**config.mk**
```make
export PLATFORM = sky130hd
export DESIGN_NAME = pvs_port
export DESIGN_NICKNAME = d
export VERILOG_FILES = /design/src/pvs_pkg.sv /design/src/pvs_buf2.sv /design/src/pvs_port.sv
export SDC_FILE = /design/constraint.sdc
export NUM_CORES = 1
export LEC_CHECK = 0
export BUFFER_PORTS_ARGS = -buffer_cell sky130_fd_sc_hd__buf_2
export CORE_MARGIN = 1
export CORE_UTILIZATION = 55
export CTS_BUF_LIST = sky130_fd_sc_hd__clkbuf_8
export CTS_CLUSTER_DIAMETER = 30
export DETAILED_ROUTE_END_ITERATION = 7
export PLACE_DENSITY = 0.73
export SLEW_MARGIN = 40
export SYNTH_ARGS = -nofsm -noshare
export SYNTH_HDL_FRONTEND = slang
export SYNTH_HIERARCHICAL = 1
export SYNTH_SLANG_ARGS = --single-unit
```
**constraint.sdc**
```tcl
create_clock -name clk_i -period 6.6 [get_ports clk_i]
set_input_delay 0.66 -clock clk_i [delete_from_list [all_inputs] [get_ports clk_i]]
set_output_delay 0.66 -clock clk_i [all_outputs]
set_load 0.005 [all_outputs]
```
**src/pvs_pkg.sv**
```systemverilog
/*
 * package of the pcm voice slot port: register offsets, field positions,
 * reset values and enumerations.
 * assumes byte addresses on a 32-bit classic wishbone bus.
 */
package pvs_pkg;

  // ****************************************
  // register offsets
  // ****************************************
  localparam logic [7:0] ADR_CTRL = 8'h00;
  localparam logic [7:0] ADR_FMT = 8'h04;
  localparam logic [7:0] ADR_SLOT = 8'h08;
  localparam logic [7:0] ADR_STAT = 8'h0c;
  localparam logic [7:0] ADR_DIV = 8'h10;
  localparam logic [7:0] ADR_TX0 = 8'h14;
  localparam logic [7:0] ADR_TX1 = 8'h18;
  localparam logic [7:0] ADR_TX2 = 8'h1c;

  // ****************************************
  // field positions
  // ****************************************
  localparam int CTRL_EN = 0;
  localparam int CTRL_MASTER = 1;
  localparam int CTRL_LONG = 2;
  localparam int CTRL_FS = 3;
  localparam int CTRL_RATE = 5;
  localparam int CTRL_MODE = 8;
  localparam int FMT_POS = 0;
  localparam int FMT_MSB = 2;
  localparam int FMT_FILL = 3;
  localparam int FMT_CONST = 5;
  localparam int SLOT_SEL = 8;
  localparam int STAT_UNR = 4;
  localparam int STAT_LOCK = 8;
  localparam int TX_FULL = 31;

  // ****************************************
  // reset values and counts
  // ****************************************
  localparam logic [31:0] CTRL_RST = 32'h0000_0000;
  localparam logic [31:0] FMT_RST = 32'h0000_0007;
  localparam logic [31:0] SLOT_RST = 32'h0002_0100;
  localparam logic [15:0] DIV_RST = 16'h001e;
  localparam int NCH = 3;
  localparam int SLOT_BITS = 16;
  localparam int SAMPLE_BITS = 13;
  localparam int LONG_SYNC_BITS = 3;
  localparam logic [2:0] RATE_MAX = 3'h4;

  // ****************************************
  // enumerations
  // ****************************************
  typedef enum logic [1:0] {FS_8K, FS_16K, FS_4K} pvs_fs_t;
  typedef enum logic [1:0] {MODE_LINEAR, MODE_TRANSPARENT, MODE_ONCHIP} pvs_mode_t;
  typedef enum logic [1:0] {FILL_ZERO, FILL_ONE, FILL_SIGN, FILL_CONST} pvs_fill_t;

endpackage

```
**src/pvs_buf2.sv**
```systemverilog
/*
 * two-entry buffer with valid and ready on both sides.
 * assumes one clock; out_valid_o and out_data_o come from flip-flops.
 */
`timescale 1ns/1ps
module pvs_buf2 #(
  parameter int W = 18
) (
  input wire logic clk_i,
  input wire logic rst_i,
  input wire logic in_valid_i,
  input wire logic [W-1:0] in_data_i,
  output logic in_ready_o,
  output logic out_valid_o,
  output logic [W-1:0] out_data_o,
  input wire logic out_ready_i
);

  typedef struct packed {
    logic v0;
    logic v1;
    logic [W-1:0] e0;
    logic [W-1:0] e1;
  } pvs_buf_t;

  pvs_buf_t st;
  pvs_buf_t next_st;

  assign in_ready_o = ~st.v1;
  assign out_valid_o = st.v0;
  assign out_data_o = st.e0;

  always_comb begin
    next_st = st;
    if (st.v0 && out_ready_i) begin
      next_st.e0 = st.e1;
      next_st.v0 = st.v1;
      next_st.v1 = 1'b0;
    end
    if (in_valid_i && !st.v1) begin
      if (!next_st.v0) begin
        next_st.e0 = in_data_i;
        next_st.v0 = 1'b1;
      end else begin
        next_st.e1 = in_data_i;
        next_st.v1 = 1'b1;
      end
    end
  end

  always_ff @(posedge clk_i) begin
    if (rst_i) begin
      st <= '0;
    end else begin
      st <= next_st;
    end
  end

endmodule

```
**src/pvs_port.sv**
```systemverilog
/*
 * pcm voice slot port: bit clock and frame sync master or slave, three
 * full-duplex voice channels mapped to 16-bit slots, sample formatting,
 * wishbone register slave, received words through a two-entry buffer.
 * assumes pins are outside the clk_i domain and pass two flip-flops.
 */
// Local design decisions: the register offsets and the Wishbone slave port.
`timescale 1ns/1ps
module pvs_port (
  input wire logic clk_i,
  input wire logic rst_i,
  input wire logic wb_cyc_i,
  input wire logic wb_stb_i,
  input wire logic wb_we_i,
  input wire logic [7:0] wb_adr_i,
  input wire logic [3:0] wb_sel_i,
  input wire logic [31:0] wb_dat_i,
  output logic [31:0] wb_dat_o,
  output logic wb_ack_o,
  input wire logic bclk_i,
  output logic bclk_o,
  output logic bclk_oe_o,
  input wire logic sync_i,
  output logic sync_o,
  output logic sync_oe_o,
  input wire logic din_i,
  output logic dout_o,
  output logic dout_oe_o,
  output logic rx_valid_o,
  output logic [15:0] rx_data_o,
  output logic [1:0] rx_chan_o,
  input wire logic rx_ready_i
);

  // ****************************************
  // state
  // ****************************************
  typedef struct packed {
    logic [31:0] ctrl;
    logic [31:0] fmt;
    logic [31:0] slot;
    logic [15:0] div;
    logic [2:0] ovr;
    logic [2:0] unr;
    logic [2:0] full;
    logic [2:0][15:0] hold;
    logic ack;
    logic [31:0] rdat;
    logic [1:0] bclk_sy;
    logic [1:0] sync_sy;
    logic [1:0] din_sy;
    logic bc_prev;
    logic fs_prev;
    logic [15:0] dcnt;
    logic bclk;
    logic [9:0] bitcnt;
    logic lock;
    logic active;
    logic [1:0] ch;
    logic [15:0] txsh;
    logic [15:0] rxsh;
    logic dout;
    logic dout_oe;
    logic sync;
    logic pin_oe;
    logic push;
    logic [17:0] pdata;
  } pvs_state_t;

  pvs_state_t st;
  pvs_state_t next_st;
  logic buf_ready;
  logic [17:0] buf_q;

  // ****************************************
  // helpers
  // ****************************************
  function automatic logic [31:0] wmask(input logic [31:0] old, input logic [31:0] nw,
                                        input logic [3:0] sel);
    logic [31:0] r;
    r = old;
    for (int b = 0; b < 4; b++) begin
      if (sel[b]) begin
        r[8*b +: 8] = nw[8*b +: 8];
      end
    end
    return r;
  endfunction

  // builds the transmitted slot word from a held sample
  function automatic logic [15:0] fmt_tx(input logic [15:0] s, input logic [31:0] f,
                                         input logic raw);
    logic [15:0] w;
    int p;
    p = int'(f[pvs_pkg::FMT_POS +: 2]);
    w = '0;
    for (int i = 0; i < pvs_pkg::SLOT_BITS; i++) begin
      if (i >= p && i < p + pvs_pkg::SAMPLE_BITS) begin
        w[i] = s[i-p];
      end else begin
        case (pvs_pkg::pvs_fill_t'(f[pvs_pkg::FMT_FILL +: 2]))
          pvs_pkg::FILL_ZERO: w[i] = 1'b0;
          pvs_pkg::FILL_ONE: w[i] = 1'b1;
          pvs_pkg::FILL_SIGN: w[i] = s[pvs_pkg::SAMPLE_BITS-1];
          default: w[i] = f[pvs_pkg::FMT_CONST + ((i < p) ? i : i - pvs_pkg::SAMPLE_BITS)];
        endcase
      end
    end
    return raw ? s : w;
  endfunction

  // ****************************************
  // next state
  // ****************************************
  always_comb begin
    logic en;
    logic master;
    logic raw;
    logic msb;
    logic bc;
    logic rise;
    logic fall;
    logic m;
    logic [1:0] mc;
    logic [2:0] rate;
    logic [10:0] flen;
    logic [9:0] nb;
    logic [3:0] idx;
    logic [2:0] oset;
    logic [2:0] uset;
    logic [2:0] clr_o;
    logic [2:0] clr_u;
    logic [15:0] rxw;
    en = st.ctrl[pvs_pkg::CTRL_EN];
    master = st.ctrl[pvs_pkg::CTRL_MASTER];
    raw = pvs_pkg::pvs_mode_t'(st.ctrl[pvs_pkg::CTRL_MODE +: 2]) != pvs_pkg::MODE_LINEAR;
    msb = st.fmt[pvs_pkg::FMT_MSB];
    m = 1'b0;
    mc = 2'h0;
    oset = 3'h0;
    uset = 3'h0;
    clr_o = 3'h0;
    clr_u = 3'h0;
    rxw = 16'h0000;
    idx = 4'h0;
    nb = 10'h000;
    rate = 3'h0;
    flen = 11'h000;
    bc = 1'b0;
    rise = 1'b0;
    fall = 1'b0;
    next_st = st;
    next_st.ack = 1'b0;
    next_st.push = 1'b0;
    next_st.bclk_sy = {st.bclk_sy[0], bclk_i};
    next_st.sync_sy = {st.sync_sy[0], sync_i};
    next_st.din_sy = {st.din_sy[0], din_i};

    // frame length in bits from interface rate and sample rate
    rate = (st.ctrl[pvs_pkg::CTRL_RATE +: 3] > pvs_pkg::RATE_MAX) ? pvs_pkg::RATE_MAX
         : st.ctrl[pvs_pkg::CTRL_RATE +: 3];
    case (pvs_pkg::pvs_fs_t'(st.ctrl[pvs_pkg::CTRL_FS +: 2]))
      pvs_pkg::FS_16K: flen = 11'h008 << rate;
      pvs_pkg::FS_4K: flen = 11'h020 << rate;
      default: flen = 11'h010 << rate;
    endcase

    // bit clock source and edges
    if (en && master) begin
      if (st.dcnt == 16'h0000) begin
        next_st.bclk = ~st.bclk;
        next_st.dcnt = st.div;
      end else begin
        next_st.dcnt = st.dcnt - 16'h0001;
      end
    end
    bc = master ? st.bclk : st.bclk_sy[1];
    next_st.bc_prev = bc;
    rise = bc & ~st.bc_prev;
    fall = ~bc & st.bc_prev;
    next_st.pin_oe = en & master;

    if (!en) begin
      next_st.bclk = 1'b0;
      next_st.dcnt = 16'h0000;
      next_st.bitcnt = 10'h000;
      next_st.lock = 1'b0;
      next_st.active = 1'b0;
      next_st.dout_oe = 1'b0;
      next_st.sync = 1'b0;
    end else if (rise) begin
      nb = (11'(st.bitcnt) >= flen - 11'h001) ? 10'h000 : st.bitcnt + 10'h001;
      next_st.bitcnt = nb;
      if (master) begin
        next_st.lock = 1'b1;
        if (st.ctrl[pvs_pkg::CTRL_LONG]) begin
          next_st.sync = nb < 10'(pvs_pkg::LONG_SYNC_BITS);
        end else begin
          next_st.sync = 11'(nb) == flen - 11'h001;
        end
      end
      // slot n occupies bits 16n to 16n+15
      for (int k = 0; k < pvs_pkg::NCH; k++) begin
        if (st.slot[k] && st.slot[pvs_pkg::SLOT_SEL + 8*k +: 6] == nb[9:4]) begin
          m = 1'b1;
          mc = 2'(k);
        end
      end
      if (nb[3:0] == 4'h0) begin
        next_st.active = m & st.lock;
        if (m && st.lock) begin
          next_st.ch = mc;
          if (st.full[mc]) begin
            next_st.txsh = fmt_tx(st.hold[mc], st.fmt, raw);
            next_st.full[mc] = 1'b0;
          end else begin
            next_st.txsh = fmt_tx(16'h0000, st.fmt, raw);
            uset[mc] = 1'b1;
          end
        end
      end
      idx = msb ? 4'hf - nb[3:0] : nb[3:0];
      if (next_st.active) begin
        next_st.dout_oe = 1'b1;
        next_st.dout = (nb[3:0] == 4'h0) ? next_st.txsh[idx] : st.txsh[idx];
      end else begin
        next_st.dout_oe = 1'b0;
      end
    end else if (fall) begin
      idx = msb ? 4'hf - st.bitcnt[3:0] : st.bitcnt[3:0];
      if (st.active) begin
        next_st.rxsh[idx] = st.din_sy[1];
        if (st.bitcnt[3:0] == 4'hf) begin
          next_st.dout_oe = 1'b0;
          next_st.active = 1'b0;
          rxw = next_st.rxsh >> st.fmt[pvs_pkg::FMT_POS +: 2];
          next_st.push = 1'b1;
          next_st.pdata[17:16] = st.ch;
          // in linear mode spare bits are dropped and the sample sign extends; other modes pass the word whole
          next_st.pdata[15:0] = raw ? next_st.rxsh : {{3{rxw[12]}}, rxw[12:0]};
        end
      end
      if (!master) begin
        next_st.fs_prev = st.sync_sy[1];
        if (!st.ctrl[pvs_pkg::CTRL_LONG] && st.sync_sy[1]) begin
          // next rising edge begins bit 0
          next_st.bitcnt = 10'(flen - 11'h001);
          next_st.lock = 1'b1;
        end else if (st.ctrl[pvs_pkg::CTRL_LONG] && st.sync_sy[1] && !st.fs_prev) begin
          next_st.bitcnt = 10'h000;
          next_st.lock = 1'b1;
        end
      end
    end

    // a word that finds the buffer full is lost
    if (st.push && !buf_ready) begin
      oset[st.pdata[17:16]] = 1'b1;
    end

    // ****************************************
    // wishbone slave
    // ****************************************
    if (wb_cyc_i && wb_stb_i && !st.ack) begin
      next_st.ack = 1'b1;
      case (wb_adr_i)
        pvs_pkg::ADR_CTRL: next_st.rdat = st.ctrl;
        pvs_pkg::ADR_FMT: next_st.rdat = st.fmt;
        pvs_pkg::ADR_SLOT: next_st.rdat = st.slot;
        pvs_pkg::ADR_STAT: next_st.rdat = {23'h0, st.lock, 1'b0, st.unr, 1'b0, st.ovr};
        pvs_pkg::ADR_DIV: next_st.rdat = {16'h0000, st.div};
        pvs_pkg::ADR_TX0: next_st.rdat = {st.full[0], 15'h0000, st.hold[0]};
        pvs_pkg::ADR_TX1: next_st.rdat = {st.full[1], 15'h0000, st.hold[1]};
        pvs_pkg::ADR_TX2: next_st.rdat = {st.full[2], 15'h0000, st.hold[2]};
        default: next_st.rdat = 32'h0000_0000;
      endcase
      if (wb_we_i) begin
        case (wb_adr_i)
          pvs_pkg::ADR_CTRL: next_st.ctrl = wmask(st.ctrl, wb_dat_i, wb_sel_i);
          pvs_pkg::ADR_FMT: next_st.fmt = wmask(st.fmt, wb_dat_i, wb_sel_i);
          pvs_pkg::ADR_SLOT: next_st.slot = wmask(st.slot, wb_dat_i, wb_sel_i);
          pvs_pkg::ADR_STAT: begin
            if (wb_sel_i[0]) begin
              clr_o = wb_dat_i[2:0];
              clr_u = wb_dat_i[pvs_pkg::STAT_UNR +: 3];
            end
          end
          pvs_pkg::ADR_DIV: begin
            next_st.div = 16'(wmask({16'h0000, st.div}, wb_dat_i, wb_sel_i));
          end
          pvs_pkg::ADR_TX0, pvs_pkg::ADR_TX1, pvs_pkg::ADR_TX2: begin
            mc = 2'((wb_adr_i - pvs_pkg::ADR_TX0) >> 2);
            next_st.hold[mc] = 16'(wmask({16'h0000, st.hold[mc]}, wb_dat_i, wb_sel_i));
            next_st.full[mc] = 1'b1;
          end
          default: begin
          end
        endcase
      end
    end

    // a status event in the clearing cycle survives the clear
    next_st.ovr = (st.ovr & ~clr_o) | oset;
    next_st.unr = (st.unr & ~clr_u) | uset;
  end

  // ****************************************
  // registers
  // ****************************************
  always_ff @(posedge clk_i) begin
    if (rst_i) begin
      st <= '0;
      st.ctrl <= pvs_pkg::CTRL_RST;
      st.fmt <= pvs_pkg::FMT_RST;
      st.slot <= pvs_pkg::SLOT_RST;
      st.div <= pvs_pkg::DIV_RST;
    end else begin
      st <= next_st;
    end
  end

  // ****************************************
  // received word buffer
  // ****************************************
  pvs_buf2 #(
    .W(18)
  ) u_rxbuf (
    .clk_i(clk_i),
    .rst_i(rst_i),
    .in_valid_i(st.push),
    .in_data_i(st.pdata),
    .in_ready_o(buf_ready),
    .out_valid_o(rx_valid_o),
    .out_data_o(buf_q),
    .out_ready_i(rx_ready_i)
  );

  // ****************************************
  // outputs
  // ****************************************
  assign rx_data_o = buf_q[15:0];
  assign rx_chan_o = buf_q[17:16];
  assign wb_dat_o = st.rdat;
  assign wb_ack_o = st.ack;
  assign bclk_o = st.bclk;
  assign bclk_oe_o = st.pin_oe;
  assign sync_o = st.sync;
  assign sync_oe_o = st.pin_oe;
  assign dout_o = st.dout;
  assign dout_oe_o = st.dout_oe;

endmodule

```
==> results of run 1 <==
-- critical path, delay by kind of cell (launching register included) --
kind	cells	cell delay, ns
compound gates	12	2.56
xor+xnor	1	0.36
fa+ha+maj	2	0.68
buf+inv	1	0.24
flops	1	0.38
simple gates	6	1.68
-- metal layers --
layer | GRT usage | vias to the layer above
met1 | 0.437 | 8392
met2 | 0.559 | 893
met4 | 0.197 | 0
met5 | 0 | -
li1 | - | 8101
met3 | 0.0648 | 194
-- power by group through the flow --
stage	Sequential (mW)	Clock [mW]	Combinational (mW)
global placement	2.07	0	0.129
global route	2.03	2.77	0.147
finish	2.03	2.64	0.137
detailed placement	2.07	0	0.133
floorplan	2.07	0	0.0817
CTS	2.03	2.66	0.134
-- layout by cell type, fill, tap and decap left out, types with 39 or more instances in the layout --
master	n
a22oi_1	60
o21ai_0	60
dfxtp_1	334
a21oi_1	213
mux2i_1	166
nor3_1	53
inv_1	55
nand2_1	316
a211oi_1	39
buf_2	110
nor2_1	310
clkbuf_8	93
-- how the worst min path moves through the flow --
stage	from	endpoint	slack (ns)	cells past startpoint
after CTS	sync_i	next_st[91]$_SDFF_PP0_	0.22	2
after detailed placement	next_st[91]$_SDFF_PP0_	st[91]$_SDFF_PP0_	0.42	1
final	sync_i	next_st[91]$_SDFF_PP0_	0.25	2
after floorplan	next_st[89]$_SDFF_PP0_	st[89]$_SDFF_PP0_	0.41	1
after global placement	next_st[93]$_SDFF_PP0_	st[93]$_SDFF_PP0_	0.42	1
after global routing	sync_i	next_st[91]$_SDFF_PP0_	0.24	2
-- cell type report --
class | count | share of cell area
Timing Repair Buffer | 132 | 0.0371
Multi-Input combinational cell | 1685 | 0.513
Clock buffer | 93 | 0.0629
Clock inverter | 48 | 0.0229
Antenna cell | 1 | 0.000123
Sequential cell | 334 | 0.329
Tap cell | 442 | 0.0272
Inverter | 46 | 0.00849
-- what timing repair did --
action                     CTS  global route
setup endpoints to repair    0             1
gates resized for setup      0             2
setup buffers                0             0
-- cells by family (layout without fill, tap and decap cells) --
family          count (synthesis)  count (layout)  synth area share
mux                           195             195             0.114
xor+xnor                       27              27            0.0159
compound gates                585             585             0.216
other cells                     0               1                 0
simple gates                  854             854             0.203
flops                         334             334             0.366
buf+inv                       268             319            0.0693
fa+ha+maj                      24              24            0.0164
==> impl_results.md, run 1 <==
- Post-Route WL: around 60 mm
- Crit start category: flop
- Setup-failing EPs final: 0
- Asr flop ratio synth: 0
- Multi-input gate area: 0.0104 mm^2
- Fin util: 0.624
- Clock share of power: 0.550
- Layout area overhead: 11.2%
- Share of layout cells above drive strength 1: 0.150
- Clock buffer depth: 3
- Via Count: between 15k and 20k
- Final Cell Area: approximately 0.020 mm^2
- Power density cells: 236 mW/mm^2
- CP Data Arrival Time: ~6.6 ns
- Synthesized area: between 0.015 and 0.02 mm^2
- Synth Register Bits: around 330
- TritonCTS Sinks: ~330
- Crit path max-delay cell type: or4_1
- Primary FF master, synth: dfxtp_1
- H-tree lvl count: 3
- DPL Wire Length: roughly 40 mm
- Final nets: between 2k and 2.5k
- Number of remaining DRC errors: 0
- Synth unique cells: just under 80
- Met2 wire length: 27.5 mm
- Die area: 0.0340 mm^2
- Worst EP required: 7.11 ns
- Worst reg-to-reg path cell count: 22
- CP Cell Sequence: ha_1, nand2_1, or2_2, a21oi_1, a311oi_1, or2_2, xor2_1, ha_1, o21a_1, o211ai_1, a211o_1, o211ai_1, o32a_1, or4_1, buf_4, a221o_1, and3_1, o21ai_0, and4b_1, o21ai_0, a221oi_1, o31ai_1
- Final Non-Filler Cells: 2,781
- DP Worst Slack: approximately 0.59 ns
- Clock-pin slew on the worst setup and hold paths: around 0.050 ns
- Setup crit end kind: flop
- CTS tree: built
- ANT nets after route: 0
- First-pass GRT wire length: ~90 mm
- Status: completed
- Register area: approximately 0.0067 mm^2
- Final hold slack: around 0.25 ns
- Vias/cell: around 6.3
- I/O pin count: between 100 and 150
- Max Clock Skew: 0.0281 ns
- Post-synth top cells: dfxtp_1, nor2_1, nand2_1
- Fillcell total: roughly 2.9k
- Max Cap Violations: 0
- CTS Root Cell: clkbuf_8
- CTS buffer count: between 70 and 80
- Crit path largest cell delay: just over 0.5 ns
- Period minus WS final: 6.06 ns
- Top cell type's share of synthesized area: 0.366
- Wire length per cell: ~21 um
- EDFF count, synth: 0
- Worst-Skew Late Latency: 0.64 ns
- Most numerous cell in the Yosys netlist: dfxtp_1
- Port bufs: between 100 and 150
- Vias in the first global route: between 15k and 20k
- Die width: 184 um
- Top routing layer used: met4
- Slew HR: 0.400
- Worst Tran Pin Value: between 0.8 and 0.9 ns
- Initial antenna violation count: 1
- Critical R2R Launch: st[267]$_SDFFE_PP0P_
- Placed Cells incl. Taps: 2,637
- Drt pass-1 iters: 6
- Leak: between 7 and 8 nW
- Origin of the worst setup path: st[267]$_SDFFE_PP0P_
- Yosys top cell by area: dfxtp_1
- Ys Warns: 6
- FMAX: around 160 MHz
- Largest net degree at the start of global routing: around 130
- RSZ-0062 raised after global routing: false
- Final Slew Violations: 0
- Fin crit share: 0.919
- Sw power: between 1 and 1.5 mW
- Final Hold Vio Count: 0
- Fin worst setup slack: 0.537 ns
- FF-to-FF End: dout_o$_SDFFE_PP0P_
- Internal: around 3.7 mW
- CP Max Fanout: 19
- Logic pwr share: 0.029
- Critical path class: flop to flop
- Placed cell areas: 0.0186 mm^2
- Initial DRC count: around 1.8k
- Core footprint: 0.0326 mm^2
- TNS Setup: 0 ns
- Row count: 66
- Cts hold-fix bufs: 0
- Sw Ratio: 0.236
- Synth Net Count: between 2k and 2.5k
- Routed wl met3: 4.93 mm
- M1 WL: ~24 mm
- Max IR drop VDD: around 0.00026 V
- GRT Total Usage: 0.348
- GPL Wtd Cong: just under 1
- Reg2Reg Setup Slack: 0.54 ns
- Sequential share of the synthesized area: 0.366
- Starting Density: 0.561
- Critical Path End: dout_o$_SDFFE_PP0P_
- Total gr overflow: 0
- Share of power burned in registers: 0.422
- Post-Syn Instances: 2,287
- Post-Syn Area per Cell: 8.00 um^2
- Ranking of synthesized cells by area: dfxtp_1, mux2i_1, nor2_1
- Tot Pwr: approximately 4.8 mW
- Die Ht: ~180 um
- Min-Delay Path Class: primary input to flop
No activity file was read; power rests on OpenSTA's default activity.
==> run 2: changes to the inputs <==
Settings changed: BUFFER_PORTS_ARGS -buffer_cell sky130_fd_sc_hd__buf_2 to default, DONT_BUFFER_PORTS from default to 1, PLACE_DENSITY 0.73 to 0.7.
==> run 2 against run 1 <==
Against the previous run:
- die area unchanged
- first-iteration DRC count decreased by 12%
- sequential share of layout area up 0.79 points
- total power rose by 1.2%
- register-to-register slack worse by 0.02 ns
- core utilization is 1.5 points lower
- sequential power about the same
- via count shrank 2.7%
- clock power rose by 5%
- critical endpoint unchanged
- largest cell class unchanged
- largest power group unchanged
==> impl_results.md, run 2 (synthesized netlist as in run 1, its figures left out) <==
- Status: completed
- Die Ht: 184 um (unchanged)
- Crit path largest cell delay: 0.53 ns (+0.02 ns)
- CP Data Arrival Time: 6.64 ns (+0.06 ns)
- Clock buffer depth: 3 (unchanged)
- Critical path class: flop to flop
- CTS tree: built
- DPL Wire Length: 41.3 mm (+0.91%)
- Vias in the first global route: 15.8k (-6.2%)
- Vias/cell: 6.41 (+1.3%)
- Setup crit end kind: flop
- Share of power burned in registers: 0.417 (-0.005)
- GPL Wtd Cong: 0.941 (-2.8%)
- ANT nets after route: 0 (unchanged)
- Min-Delay Path Class: primary input to flop
- Drt pass-1 iters: 6 (unchanged)
- Die area: 0.0340 mm^2 (unchanged)
- Final Slew Violations: 0 (unchanged)
- Clock share of power: 0.570 (+0.020)
- # Post-CTS Setup Buffers: 0 (unchanged)
- Worst-Skew Late Latency: 0.67 ns (+0.03 ns)
- CP Cell Sequence: inv_1, ha_1, nand2_1, or2_2, a21oi_1, a311oi_1, or2_2, nand3_1, xor2_1, ha_1, o21a_1, o211ai_1, a211o_1, o211ai_1, o32a_1, or4_1, buf_4, mux2i_1, mux4_2, a21oi_1, a21bo_2, o21ai_0, a221oi_1, o31ai_1
- Most frequent cells in the layout: dfxtp_1, nand2_1, nor2_1
- FMAX: 164 MHz (-0.36%)
- Commonest non-fill, non-tap cell in the layout: dfxtp_1
- Final Hold Vio Count: 0 (unchanged)
- RSZ-0062 raised after global routing: false
- Initial antenna violation count: 0 (-1)
- Slew HR: 0.384 (-0.0158)
- Fillcell total: 2,944 (+2.6%)
- Worst Tran Pin Value: 0.924 ns (+0.0259 ns)
- Starting Density: 0.561 (unchanged)
- Power density cells: 245 mW/mm^2 (+3.7%)
- Largest net degree at the start of global routing: 304 (+140%)
- Row count: 66 (unchanged)
- Post-Route WL: 60.0 mm (+0.54%)
- Logic pwr share: 0.013 (-0.016)
- Final Cell Area: 0.0199 mm^2 (-2.4%)
- Die width: 184 um (unchanged)
- First-pass GRT wire length: 91.1 mm (-1.7%)
- Fin worst setup slack: 0.515 ns (-0.0219 ns)
- Max Clock Skew: 0.0445 ns (+0.0163 ns)
- I/O pin count: 111 (unchanged)
- Share of layout cells above drive strength 1: 0.109 (-0.0411)
- Placed cell areas: 0.0180 mm^2 (-2.9%)
- CTS buffer count: 75 (-5.1%)
- GRT Total Usage: 0.347 (-0.00100)
- Cts hold-fix bufs: 0 (unchanged)
- Period minus WS final: 6.08 ns (+0.0219 ns)
- Wire length per cell: 22.5 um (+4.7%)
- Final nets: 2,245 (-4.7%)
- H-tree lvl count: 3 (unchanged)
- Initial DRC count: 1,588 (-12%)
- Number of remaining DRC errors: 0 (unchanged)
- Final Non-Filler Cells: 2,670 (-4.0%)
- Register area: 0.00669 mm^2 (unchanged)
- Leak: 6.98 nW (-6.6%)
- Via Count: 17.1k (-2.7%)
- DP Worst Slack: 0.591 ns (+0.00279 ns)
- Placed Cells incl. Taps: 2,532 (-4.0%)
- CTS Root Cell: clkbuf_8
- Total gr overflow: 0 (unchanged)
- Max IR drop VDD: 0.000331 V (+29%)
- Final hold slack: 0.108 ns (-0.142 ns)
- Diodes inserted: 0 (-1)
- TNS Setup: 0 ns (unchanged)
- Max Cap Violations: 0 (unchanged)
- Core footprint: 0.0326 mm^2 (unchanged)
- Worst EP required: 7.16 ns (+0.05 ns)
- Sw power: 1.09 mW (-3.7%)
- Crit path max-delay cell type: or4_1
- Clock-pin slew on the worst setup and hold paths: 0.06 ns (about the same)
- CP Max Fanout: 19 (unchanged)
- Crit start category: flop
- Fin crit share: 0.922 (+0.00332)
- Layout area overhead: 8.62%
- Internal: 3.77 mW (+2.8%)
- Sw Ratio: 0.225 (-0.0115)
- Port bufs: 0 (-100%)
- Setup-failing EPs final: 0 (unchanged)
- TritonCTS Sinks: 334 (unchanged)
- Multi-input gate area: 0.0104 mm^2 (about the same)
==> run 2: cell types whose count changed in the layout (fill, tap and decap cells not counted), sizes merged <==
cell      previous run  this run
buf                132        26
bufinv               8        12
clkbuf              93        89
clkinv              21        18
clkinvlp             7         5
diode                1         0
inv                 58        59
==> run 2: repair_timing <==
action,CTS,global route
hold endpoints to repair,0,0
setup endpoints to repair,0,1
resized for setup,0,1
==> run 2: power groups by stage <==
stage                     Combinational, mW  Sequential, mW  Clock [mW]
after floorplan                      0.0817            2.07           0
after global placement               0.0605            2.07           0
after detailed placement             0.0625            2.07           0
after CTS                            0.0630            2.03        2.80
after global routing                 0.0694            2.03        2.90
final                                0.0643            2.03        2.77
==> run 2: worst max-delay path: cells and delay by family (launching register included) <==
kind	cells	cell delay, ns
buf+inv	2	0.32
flops	1	0.35
compound gates	12	2.29
xor+xnor	1	0.29
fa+ha+maj	2	0.63
simple gates	5	1.36
mux	2	0.72
==> run 2: final timing paths <==
path	slack [ns]	from	to	depth (start not counted)
setup / recovery	0.52	st[268]$_SDFFE_PP0P_	dout_o$_SDFFE_PP0P_	24
hold / removal	0.11	rst_i	st[38]$_SDFFE_PP0P_	1
setup reg to reg	0.52	st[268]$_SDFFE_PP0P_	dout_o$_SDFFE_PP0P_	24
hold reg to reg	0.44	next_st[91]$_SDFF_PP0_	st[91]$_SDFF_PP0_	1
==> run 2: stage by stage <==
| stage | total power, mW | utilization |
|---|---|---|
| after floorplan | 2.15 | - |
| after global placement | 2.13 | 0.551 |
| after detailed placement | 2.13 | 0.552 |
| after CTS | 4.89 | 0.608 |
| after global routing | 5.00 | 0.609 |
| final | 4.87 | 0.609 |
==> run 2: area by class of cell <==
type	count	area share
Timing Repair Buffer	26	0.0108
Clock inverter	48	0.0299
Sequential cell	334	0.337
Tap cell	442	0.0278
Inverter	46	0.00869
Multi-Input combinational cell	1685	0.524
Clock buffer	89	0.0617
==> run 2: per-layer routing <==
| metal | vias to the layer above | wire (um) | part of all wire | track usage |
|---|---|---|---|---|
| li1 | 7891 | - | - | - |
| met1 | 8208 | 24700 | 0.41 | 0.444 |
| met2 | 850 | 27700 | 0.46 | 0.557 |
| met3 | 153 | 5230 | 0.087 | 0.0727 |
| met4 | 0 | 2470 | 0.041 | 0.160 |
| met5 | - | 0 | 0 | 0 |
